[config.mk]
export PLATFORM = sky130hd
export DESIGN_NAME = cscc_core
export DESIGN_NICKNAME = d
export VERILOG_FILES = /design/src/rtl/cscc_pkg.sv /design/src/rtl/cscc_core.sv
export VERILOG_INCLUDE_DIRS = /design/src /design/src/rtl
export SDC_FILE = /design/constraint.sdc
export NUM_CORES = 1
export LEC_CHECK = 0
export ABC_AREA = 1
export BUFFER_PORTS_ARGS = -buffer_cell sky130_fd_sc_hd__clkbuf_2
export CORE_UTILIZATION = 35
export DETAILED_ROUTE_END_ITERATION = 8
export PLACE_DENSITY_LB_ADDON = 0.3
export SLEW_MARGIN = 20
export SYNTH_ARGS = -nofsm -noshare
export SYNTH_HDL_FRONTEND = slang
export SYNTH_SLANG_ARGS = --single-unit
[constraint.sdc]
create_clock -name hclk -period 2.5 [get_ports hclk]
set_input_delay 0.75 -clock hclk [delete_from_list [all_inputs] [get_ports hclk]]
set_output_delay 0.75 -clock hclk [all_outputs]
set_load 0.02 [all_outputs]
[src/rtl/cscc_params.svh]
// Offsets, field positions, reset values and write masks of the status/control bank.
`ifndef CSCC_PARAMS_SVH
`define CSCC_PARAMS_SVH

`define CSCC_ADDR_STATUS     8'h00
`define CSCC_ADDR_CONTROL    8'h04
`define CSCC_ADDR_EXCWORD    8'h08
`define CSCC_ADDR_SYSCTL     8'h0C
`define CSCC_ADDR_DECODE_W   8

`define CSCC_SR_CARRY        0
`define CSCC_SR_ZERO         1
`define CSCC_SR_WRAP         2
`define CSCC_SR_NEG          3
`define CSCC_SR_REPEAT       4
`define CSCC_SR_IPL_LO       5
`define CSCC_SR_HALF         8
`define CSCC_SR_LOOP         9
`define CSCC_SR_ANY_CLIP     10
`define CSCC_SR_ANY_OVF      11
`define CSCC_SR_SECOND_CLIP  12
`define CSCC_SR_FIRST_CLIP   13
`define CSCC_SR_SECOND_OVF   14
`define CSCC_SR_FIRST_OVF    15

`define CSCC_CC_INT_MODE     0
`define CSCC_CC_ROUND        1
`define CSCC_CC_FRAME        2
`define CSCC_CC_IPL_HI       3
`define CSCC_CC_CLIP_WIDTH   4
`define CSCC_CC_STORE_CLIP   5
`define CSCC_CC_SECOND_CLIP  6
`define CSCC_CC_FIRST_CLIP   7
`define CSCC_CC_DEPTH_LO     8
`define CSCC_CC_EXIT         11
`define CSCC_CC_SIGN_LO      12

`define CSCC_SR_RESET        16'h0000
`define CSCC_CC_RESET        16'h0020
`define CSCC_CC_WMASK        16'h30FB
`define CSCC_SR_RO_MASK      16'h0210
`define CSCC_SYS_NESTDIS     0
`define CSCC_USER_MAX_IPL    4'h7

`endif

[src/rtl/cscc_pkg.sv]
// Types shared by the status/control bank.
package cscc_pkg;
    typedef enum logic [1:0] {
        CSCC_MUL_SIGNED   = 2'b00,
        CSCC_MUL_UNSIGNED = 2'b01,
        CSCC_MUL_MIXED    = 2'b10,
        CSCC_MUL_RESERVED = 2'b11
    } cscc_mul_e;

    typedef struct packed {
        logic [15:0] status_reg;
        logic [15:0] control_reg;
        logic [15:0] exc_word_reg;
        logic        nesting_disable_reg;
        logic        dphase_reg;
        logic        dwrite_reg;
        logic [7:0]  daddr_reg;
        logic [31:0] rdata_reg;
        logic        exit_pulse_reg;
    } cscc_state_s;
endpackage

[src/rtl/cscc_core.sv]
// Processor status word and core control word behind an AHB-Lite slave.
`timescale 1ns/10ps
`default_nettype none
`include "cscc_params.svh"

module cscc_core
    import cscc_pkg::*;
(
    input  wire logic        hclk,
    input  wire logic        hresetn,
    input  wire logic        hsel,
    input  wire logic [31:0] haddr,
    input  wire logic [1:0]  htrans,
    input  wire logic        hwrite,
    input  wire logic [2:0]  hsize,
    input  wire logic [31:0] hwdata,
    input  wire logic        hready,
    output logic      [31:0] hrdata,
    output logic             hreadyout,
    output logic             hresp,
    input  wire logic        alu_update,
    input  wire logic        alu_neg,
    input  wire logic        alu_wrap,
    input  wire logic        alu_zero,
    input  wire logic        alu_carry,
    input  wire logic        alu_half_carry,
    input  wire logic        repeat_active,
    input  wire logic        loop_running,
    input  wire logic [2:0]  loop_nest_depth,
    input  wire logic        first_acc_overflow,
    input  wire logic        second_acc_overflow,
    input  wire logic        first_acc_clipped,
    input  wire logic        second_acc_clipped,
    input  wire logic        frame_create_instr,
    input  wire logic        frame_delete_instr,
    input  wire logic        call_instr,
    input  wire logic        exception_take,
    input  wire logic [7:0]  pc_top_byte,
    output logic      [15:0] exception_stack_word,
    output logic      [3:0]  priority_level,
    output logic             user_irq_disabled,
    output logic      [1:0]  multiply_sign_select,
    output logic             early_loop_exit,
    output logic             first_acc_clip_enable,
    output logic             second_acc_clip_enable,
    output logic             store_clip_enable,
    output logic             clip_width_select,
    output logic             frame_active_flag,
    output logic             round_select,
    output logic             integer_mode
);

    cscc_state_s st_reg;
    cscc_state_s st_next;
    logic        take;
    logic [15:0] wdata16;
    logic        wr_status;
    logic        wr_control;
    logic        wr_sysctl;
    logic [15:0] sr_tmp;

    ////////////////////////////////////////////////////////////////////////
    // Bus address phase: only NONSEQ/SEQ with hready high are taken.
    assign take = hsel && hready && htrans[1];
    assign wdata16 = hwdata[15:0];
    assign wr_status  = st_reg.dphase_reg && st_reg.dwrite_reg &&
                        (st_reg.daddr_reg == `CSCC_ADDR_STATUS);
    assign wr_control = st_reg.dphase_reg && st_reg.dwrite_reg &&
                        (st_reg.daddr_reg == `CSCC_ADDR_CONTROL);
    assign wr_sysctl  = st_reg.dphase_reg && st_reg.dwrite_reg &&
                        (st_reg.daddr_reg == `CSCC_ADDR_SYSCTL);

    // Zero-wait slave: every data phase completes at once with OKAY.
    assign hreadyout = 1'b1;
    assign hresp     = 1'b0;
    assign hrdata    = st_reg.rdata_reg;

    ////////////////////////////////////////////////////////////////////////
    // Next-state logic for the whole bank.
    always_comb begin
        st_next = st_reg;
        sr_tmp  = st_reg.status_reg;
        st_next.exit_pulse_reg = 1'b0;
        st_next.dphase_reg = take;
        if (take) begin
            st_next.dwrite_reg = hwrite;
            st_next.daddr_reg  = haddr[`CSCC_ADDR_DECODE_W-1:0];
        end
        // Software write to the status word; hardware events below win.
        if (wr_status) begin
            sr_tmp = (wdata16 & ~`CSCC_SR_RO_MASK) |
                     (st_reg.status_reg & `CSCC_SR_RO_MASK);
            if (st_reg.nesting_disable_reg) begin
                sr_tmp[`CSCC_SR_IPL_LO +: 3] =
                    st_reg.status_reg[`CSCC_SR_IPL_LO +: 3];
            end
            if (!wdata16[`CSCC_SR_ANY_CLIP]) begin
                sr_tmp[`CSCC_SR_FIRST_CLIP]  = 1'b0;
                sr_tmp[`CSCC_SR_SECOND_CLIP] = 1'b0;
            end
            if (!wdata16[`CSCC_SR_ANY_OVF]) begin
                sr_tmp[`CSCC_SR_FIRST_OVF]  = 1'b0;
                sr_tmp[`CSCC_SR_SECOND_OVF] = 1'b0;
            end
        end
        // ALU flags from the affecting operation.
        if (alu_update) begin
            sr_tmp[`CSCC_SR_NEG]   = alu_neg;
            sr_tmp[`CSCC_SR_WRAP]  = alu_wrap;
            sr_tmp[`CSCC_SR_CARRY] = alu_carry;
            sr_tmp[`CSCC_SR_HALF]  = alu_half_carry;
            if (!alu_zero) begin
                sr_tmp[`CSCC_SR_ZERO] = 1'b0;
            end else begin
                sr_tmp[`CSCC_SR_ZERO] = 1'b1;
            end
        end
        sr_tmp[`CSCC_SR_REPEAT] = repeat_active;
        sr_tmp[`CSCC_SR_LOOP]   = loop_running;
        // Sticky DSP flags: a set arriving with a clear still wins.
        if (first_acc_overflow) begin
            sr_tmp[`CSCC_SR_FIRST_OVF] = 1'b1;
        end
        if (second_acc_overflow) begin
            sr_tmp[`CSCC_SR_SECOND_OVF] = 1'b1;
        end
        if (first_acc_clipped) begin
            sr_tmp[`CSCC_SR_FIRST_CLIP] = 1'b1;
        end
        if (second_acc_clipped) begin
            sr_tmp[`CSCC_SR_SECOND_CLIP] = 1'b1;
        end
        if (first_acc_overflow || second_acc_overflow) begin
            sr_tmp[`CSCC_SR_ANY_OVF] = 1'b1;
        end
        if (first_acc_clipped || second_acc_clipped) begin
            sr_tmp[`CSCC_SR_ANY_CLIP] = 1'b1;
        end
        st_next.status_reg = sr_tmp;
        // Control word write keeps read-only fields; exit bit pulses.
        if (wr_control) begin
            st_next.control_reg = (wdata16 & `CSCC_CC_WMASK) |
                (st_reg.control_reg & ~`CSCC_CC_WMASK);
            st_next.exit_pulse_reg = wdata16[`CSCC_CC_EXIT];
        end
        st_next.control_reg[`CSCC_CC_EXIT] = 1'b0;
        st_next.control_reg[`CSCC_CC_DEPTH_LO +: 3] = loop_nest_depth;
        st_next.control_reg[15:14] = 2'h0;
        // Frame flag: create sets; delete or call clears after stacking.
        if (frame_create_instr) begin
            st_next.control_reg[`CSCC_CC_FRAME] = 1'b1;
        end else if (frame_delete_instr || call_instr) begin
            st_next.control_reg[`CSCC_CC_FRAME] = 1'b0;
        end
        if (wr_sysctl) begin
            st_next.nesting_disable_reg = wdata16[`CSCC_SYS_NESTDIS];
        end
        // Exception stacking word captured from pre-update low byte.
        if (exception_take) begin
            st_next.exc_word_reg = {pc_top_byte, st_reg.status_reg[7:0]};
        end
        // Read data is prepared in the address phase.
        st_next.rdata_reg = 32'h0000_0000;
        if (take && !hwrite) begin
            unique case (haddr[`CSCC_ADDR_DECODE_W-1:0])
                `CSCC_ADDR_STATUS: begin
                    st_next.rdata_reg = {16'h0000, st_reg.status_reg};
                end
                `CSCC_ADDR_CONTROL: begin
                    st_next.rdata_reg = {16'h0000, st_reg.control_reg};
                end
                `CSCC_ADDR_EXCWORD: begin
                    st_next.rdata_reg = {16'h0000, st_reg.exc_word_reg};
                end
                `CSCC_ADDR_SYSCTL: begin
                    st_next.rdata_reg = {31'h0, st_reg.nesting_disable_reg};
                end
                default: begin
                    st_next.rdata_reg = 32'h0000_0000;
                end
            endcase
        end
    end

    ////////////////////////////////////////////////////////////////////////
    // Single state register; reset gives documented power-on values.
    always_ff @(posedge hclk or negedge hresetn) begin
        if (!hresetn) begin
            st_reg <= '{status_reg: `CSCC_SR_RESET,
                        control_reg: `CSCC_CC_RESET,
                        exc_word_reg: 16'h0000,
                        nesting_disable_reg: 1'b0,
                        dphase_reg: 1'b0,
                        dwrite_reg: 1'b0,
                        daddr_reg: 8'h00,
                        rdata_reg: 32'h0000_0000,
                        exit_pulse_reg: 1'b0};
        end else begin
            st_reg <= st_next;
        end
    end

    ////////////////////////////////////////////////////////////////////////
    // Control outputs decoded straight from the stored words.
    assign priority_level = {st_reg.control_reg[`CSCC_CC_IPL_HI],
                             st_reg.status_reg[`CSCC_SR_IPL_LO +: 3]};
    assign user_irq_disabled = (priority_level >= `CSCC_USER_MAX_IPL);
    assign multiply_sign_select = st_reg.control_reg[`CSCC_CC_SIGN_LO +: 2];
    assign early_loop_exit        = st_reg.exit_pulse_reg;
    assign first_acc_clip_enable  = st_reg.control_reg[`CSCC_CC_FIRST_CLIP];
    assign second_acc_clip_enable = st_reg.control_reg[`CSCC_CC_SECOND_CLIP];
    assign store_clip_enable      = st_reg.control_reg[`CSCC_CC_STORE_CLIP];
    assign clip_width_select      = st_reg.control_reg[`CSCC_CC_CLIP_WIDTH];
    assign frame_active_flag      = st_reg.control_reg[`CSCC_CC_FRAME];
    assign round_select           = st_reg.control_reg[`CSCC_CC_ROUND];
    assign integer_mode           = st_reg.control_reg[`CSCC_CC_INT_MODE];
    assign exception_stack_word   = st_reg.exc_word_reg;
endmodule
`default_nettype wire

### Word-level counts from Yosys, hierarchy flattened

Cells that the tools add are included.

| operators by class | value |
|---|---|
| muxes and demuxes | 19 |
| reductions and logical operators | 22 |
| bitwise logic cells | 3 |
| order comparisons | 1 |
| equal/unequal tests | 5 |

Operators by type and width:

| kind | number |
|---|---|
| one-hot mux 16 bit (4 select lines) | 1 |
| two-way mux 16 bit | 2 |
| equality test 8 x 4 -> 1 bit (second input constant) | 3 |
| equality test 8 x 3 -> 1 bit (second input constant) | 2 |
| zero test 8 bit | 2 |
| OR 16 x 10 -> 16 bit | 1 |
| OR 14 x 11 -> 14 bit | 1 |
| nonzero test 2 bit | 7 |
| two-way mux 1 bit | 11 |
| logical AND 1 bit | 7 |
| two-way mux 3 bit | 2 |
| >= comparator 4 x 3 -> 1 bit (second input constant) | 1 |
| two-way mux 2 bit | 2 |
| two-way mux 4 bit | 1 |
| logical OR 1 bit | 3 |
| nonzero test 3 bit | 1 |
| AND reduction 2 bit | 1 |
| zero test 1 bit | 1 |
| inverter 1 bit | 1 |

| word-level totals | value |
|---|---|
| logic and storage cells | 69 |
| bits in registers | 89 |
| output and inout bits | 65 |

### Depth between registers and ports, before layout

Gate-level depths: netlist of the first run.

| logic depth | value |
|---|---|
| depth in word-level cells | 5 |
| depth in mapped cells | 8 |
| gate-level depth less buffers | 7 |

### Least setup slack after synthesis of the first run

Ideal clock, no wire load.

| timing | value |
|---|---|
| kind | in2reg |
| from | input exception_take |
| to | register st_reg (netlist bit exception_stack_word[10]) |
| setup time | 0.125 ns |
| data required time | 2.375 ns |
| path buffers | 2 |
| setup slack | 0.918 ns |
| arrival time | 1.457 ns |
| stages | 3 |
| cell sequence | buf_2 buf_2 mux2_2 |

RTL lines:

| what | line | source |
|---|---|---|
| start: declaration | cscc_core.sv:37 | `input wire logic exception_take,` |
| end signal: assignment | cscc_core.sv:189 | `` st_reg <= '{status_reg: `CSCC_SR_RESET, `` |
| end signal: assignment | cscc_core.sv:199 | `st_reg <= st_next;` |
| end: declaration | cscc_core.sv:53 | `cscc_state_s st_reg;` |

No word-level cell between the ends.

### Worst setup path in the final report of the first run

| timing | value |
|---|---|
| from | register st_reg (netlist bit priority_level[0]) |
| to | output user_irq_disabled |

| on the way | value |
|---|---|
| cells in the longest elaborated chain, start to end | 1 |

RTL lines:

| what | line | source |
|---|---|---|
| >= comparator 4 x 3 -> 1 bit (no source line) | -- |  |
| end: declaration | cscc_core.sv:41 | `output logic user_irq_disabled,` |

Every way passes these cells.

==> results of run 1 <==
[metal layers]
layer  global-route usage [%]  part of all wire [%]  vias up
met5                        0                     0        -
met4                     5.51                   1.1        0
met3                     3.84                   5.0        8
met2                     24.7                    46       73
met1                     21.3                    48     1265
li1                         -                     -     1334
[cell families (layout without fill, tap and decap cells)]
group | Yosys count | after routing | synth area share (%)
flip-flops | 73 | 73 | 50.4
multiplexers | 16 | 16 | 4.97
other | 2 | 18 | 0.207
AND/OR/NAND/NOR | 182 | 182 | 22.8
AO/OA/AOI/OAI | 23 | 23 | 3.90
buffers and inverters | 103 | 156 | 17.6
[power by group]
part           internal [uW]  total, uW  leakage (uW)  switching (uW)
sequential              1280       1370      0.000847            83.5
clock                    487        910     0.0000974             423
combinational            151        424       0.00122             274
[path summary, 6_finish.rpt]
check	start	to	cells past startpoint
setup / recovery	priority_level[0]$_DFFE_PN0P_	user_irq_disabled	2
hold / removal	hresetn	frame_active_flag$_DFFE_PN0P_	1
setup reg to reg	st_reg[38]$_DFFE_PN0N_	round_select$_DFFE_PN0P_	6
hold reg to reg	st_reg[39]$_DFFE_PN0N_	st_reg[39]$_DFFE_PN0N_	2
max in group asynchronous	hresetn	store_clip_enable$_DFFE_PN1P_	2
min in group hclk	st_reg[39]$_DFFE_PN0N_	st_reg[39]$_DFFE_PN0N_	2
[layout by cell type, fill, tap and decap left out, types with 8 or more instances in the layout]
cell type  instances
a21oi_1            8
clkbuf_2         101
clkbuf_8          10
conb_1            18
dfrtp_1           72
inv_1             29
mux2_2            16
nand2_1           87
nand3_1           60
nand4_1            9
nor2_1            14
o21ai_0            8
[cell type report]
| cell class | instances | area [sq um] |
|---|---|---|
| Fill cell | 1034 | 5820 |
| Sequential cell | 73 | 1830 |
| Multi-Input combinational cell | 239 | 1220 |
| Timing Repair Buffer | 108 | 571 |
| Tap cell | 133 | 166 |
| Clock buffer | 13 | 149 |
| Inverter | 32 | 120 |
| Clock inverter | 3 | 40.0 |
[worst max-delay path, cell delays in order, from the launching register on]
cell and delay [ns]:
dfrtp_1 0.44, a31o_2 0.26, clkbuf_2 0.15
[metrics by stage]
step	instances	power, uW	setup WS [ns]	utilization [%]
3_3_place_gp	585	1810	0.505	39.4
4_1_cts	601	2740	0.548	41.3
6_report	601	2700	0.571	41.3
2_1_floorplan	415	1700	0.918	-
5_1_grt	601	2840	0.531	41.3
3_5_place_dp	585	1820	0.530	39.4
==> flow_summary.toml, run 1 <==
[logic_synthesis]
yosysTopAreaCellShare_pct = 49.7
syn-mean-instance-area_sq_um = 9.08
yosysMostFrequentCell = "nand2_1"
synthFlopType = "dfrtp_1"
ys_seq_area_share_pct = 50.4
ys_warn_count = 0
yosysUniqueCellTypes = 25
ys_seq_elements = 73
yosys-top-cells-area = "dfrtp_1 (50%), buf_4 (12%), nand2_1 (9.0%)"
async_flop_share_pct = 100
syn_inst = 399
synthesis.area_sq_um = 3620
synth_edf_count = 0
synth_top_cell_by_area = "dfrtp_1"
synthTopCellsByCount = "nand2_1 (87), dfrtp_1 (72), nand3_1 (60)"

[cts]
clk_latency_ns = 0.34
h-tree-depth = 3
postCtsSetupBuffers = 0
clock-sinks = 73
tritoncts = "done"
path_clk_slew_ns = 0.08
cts_buffers = 9
cts_resized = 0
ctsHoldBuffers = 0
clock_path_buffers = 2
cts_root_buf = "clkbuf_8"

[grt]
grt_util_all_layers_pct = 15.8
grt_pass1_vias = 2587
grt_pass1_wl_mm = 13.3
grt_overflow = 0
antenna_found_initial = 0
grt_max_degree = 48

[sta]
hold_violations = 0
whs_ns = 0.321
timing.fmax_mhz = 518
finalCritPeriodShare_pct = 77.2
period_minus_slack_ns = 1.93
worst_clock_skew_ns = 0.00773
rsz0062_at_grt = "false"
max-slew-margin-rel_pct = 65.4
tns_ns = 0
setup_viol = 0
worst_pin_slew_ns = 0.519
drv_slew = 0

[placed_design]
io_buffers = 102
post_dp_cell_area_sq_um = 3900
dpl.hpwl_mm = 5.89
place_congestion = 0.750

[final_layout]
fin_area_sq_um = 4090
area_growth_pct = 12.9
largest_reg_flops = 27
drive_gt1_share_pct = 33.5
diodes = 0
nNetsFinal = 564

[floorplanning]
start_util_pct = 36.6
ios = 166
die_x_um = 104
core_area_sq_um = 9910
rows = 36
dieArea_sq_um = 10800
die_h_um = 104

[route]
drtIter0Drc = 88
drcViolationCount = 0
routed_wl_mm = 8.23
ant_nets = 0
vias_per_cell = 4.46
vias = 2680
avgRoutedWirePerCell_um = 13.7
first_pass_iters = 5

[worst_setup_path]
cp.required_ns = 1.75
rrSetupSlack_ns = 0.84
cp-start-kind = "flip-flop"
crit_type = "reg2out"
arrival_ns = 1.18
path_max_fanout = 5
endpoint_kind = "primary output"

[power_and_ir_drop]
p_leak_uw = 0.00217
ir_drop_v = 0.000215
powerDensity_nw_per_um2 = 661

[status]
status = "finished, final reports clean"

[min_path]
hold_class = "in2async"

[flow_run]
max_cap_violations = 0
(Power assumes the default switching activity.)
==> run 2, diff against run 1 <==
Clock period 2.5 ns to 1.9 ns, I/O delays scaled along.
==> run 2 against run 1 <==
  * Sequential share of layout area is 0.35 points lower
  * Critical endpoint unchanged
  * Clock-buffer cell count is 2 lower
  * Final cell count is 0.83% higher
  * Largest cell class unchanged
  * Wire length is 0.79% lower
  * Highest routed layer unchanged
==> flow_summary.toml, run 2 (same netlist as run 1, synthesis figures left out) <==
[placed_design]
dp_cells = 591
place_congestion = 0.803
io_buffers = 102
post_dp_cell_area_sq_um = 3950
dpl.hpwl_mm = 6.09

[power_and_ir_drop]
ir_drop_v = 0.000396
p_leak_uw = 0.00219
powerDensity_nw_per_um2 = 853

[min_path]
hold_class = "in2async"

[final_layout]
area_growth_pct = 13.8
largest_reg_flops = 27
instances_no_fill = 606
nFillCells = 1035
fin_area_sq_um = 4120
utilization_pct = 41.6
final_common_cell = "clkbuf_2"
diodes = 0
final_cell_mix = "clkbuf_2 (101), nand2_1 (87), dfrtp_1 (72), nand3_1 (60), inv_1 (29)"
nNetsFinal = 570
drive_gt1_share_pct = 34.5

[floorplanning]
die_x_um = 104
rows = 36
core_area_sq_um = 9910
ios = 166
dieArea_sq_um = 10800
start_util_pct = 36.6
die_h_um = 104

[cts]
h-tree-depth = 3
clk_latency_ns = 0.34
tritoncts = "done"
ctsHoldBuffers = 0
clock-sinks = 73
path_clk_slew_ns = 0.08
cts_root_buf = "clkbuf_8"
postCtsSetupBuffers = 0
clock_path_buffers = 2
cts_buffers = 9
cts_resized = 0

[worst_setup_path]
endpoint_kind = "primary output"
critPathMaxStageDelay_ns = 0.43
crit_slowest_cell = "dfrtp_1"
path_cells = "a31o_2 -> clkbuf_2"
cp-start-kind = "flip-flop"
path_max_fanout = 5
cp.required_ns = 1.33
arrival_ns = 1.17
crit_type = "reg2out"

[route]
vias_per_cell = 4.46
drcViolationCount = 0
first_pass_iters = 4
routed_wl_mm = 8.16
avgRoutedWirePerCell_um = 13.5
drtIter0Drc = 106
ant_nets = 0
vias = 2704

[grt]
grt_pass1_wl_mm = 13.5
grt_max_degree = 43
antenna_found_initial = 0
grt_util_all_layers_pct = 16.2
grt_overflow = 0
grt_pass1_vias = 2636

[sta]
finalCritPeriodShare_pct = 91.5
setup_viol = 0
worst_clock_skew_ns = 0.00877
timing.fmax_mhz = 575
drv_slew = 0
period_minus_slack_ns = 1.74
hold_violations = 0
rsz0062_at_grt = "false"
tns_ns = 0

[status]
status = "finished, final reports clean"

[flow_run]
max_cap_violations = 0
[run 2: changes by cell type in the layout (fill, tap and decap cells not counted), sizes merged]
cell | previous run | this run
clkinv | 3 | 4
clkbuf | 114 | 112
buf | 7 | 13
[run 2: path summary, 6_finish.rpt]
kind | startpoint | end | slack (ns) | cells past startpoint
min | hresetn | hrdata[2]$_DFF_PN0_ | 0.04 | 1
min reg2reg | st_reg[37]$_DFFE_PN0N_ | st_reg[37]$_DFFE_PN0N_ | 0.49 | 2
min in group hclk | loop_nest_depth[2] | st_reg[70]$_DFF_PN0_ | 0.33 | 1
max reg2reg | st_reg[38]$_DFFE_PN0N_ | st_reg[89]$_DFFE_PN0P_ | 0.39 | 7
max | priority_level[0]$_DFFE_PN0P_ | user_irq_disabled | 0.16 | 2
max in group asynchronous | hresetn | store_clip_enable$_DFFE_PN1P_ | 1.28 | 2
[run 2: critical path: cells and delay by family, from the launching register on]
family / cells / cell delay, ns
AO/OA/AOI/OAI: 1 / 0.26
buffers and inverters: 1 / 0.15
flip-flops: 1 / 0.43
[run 2: layout make-up]
type,instances,area [sq um],area share (%)
multi-input combinational,239,1220,29.5
sequential,73,1830,44.3
clock inverter,4,45.0,1.09
tap,133,166,4.04
timing repair buffer,114,616,14.9
clock buffer,11,131,3.19
inverter,32,120,2.91
[run 2: stage by stage]
stage	power, uW	hold slack [ns]	worst slack [ns]
floorplan	2230	0.274	0.498
global placement	2390	0.411	0.152
detailed placement	2410	0.410	0.139
CTS	3560	0.0305	0.133
global route	3700	0.0324	0.119
finish	3520	0.0430	0.161
[run 2: layer usage]
| layer | vias up | GRT usage [%] | share of wire [%] |
|---|---|---|---|
| met5 | - | 0 | 0 |
| met1 | 1258 | 21.7 | 47 |
| met4 | 0 | 7.45 | 1.8 |
| met3 | 13 | 4.03 | 5.2 |
| li1 | 1349 | - | - |
| met2 | 84 | 24.6 | 46 |
[run 2: power breakdown]
| part | switching, uW | internal, uW | total (uW) |
|---|---|---|---|
| Sequential | 109 | 1690 | 1800 |
| Clock | 556 | 594 | 1150 |
| Combinational | 363 | 204 | 567 |
| Total | 1030 | 2490 | 3520 |
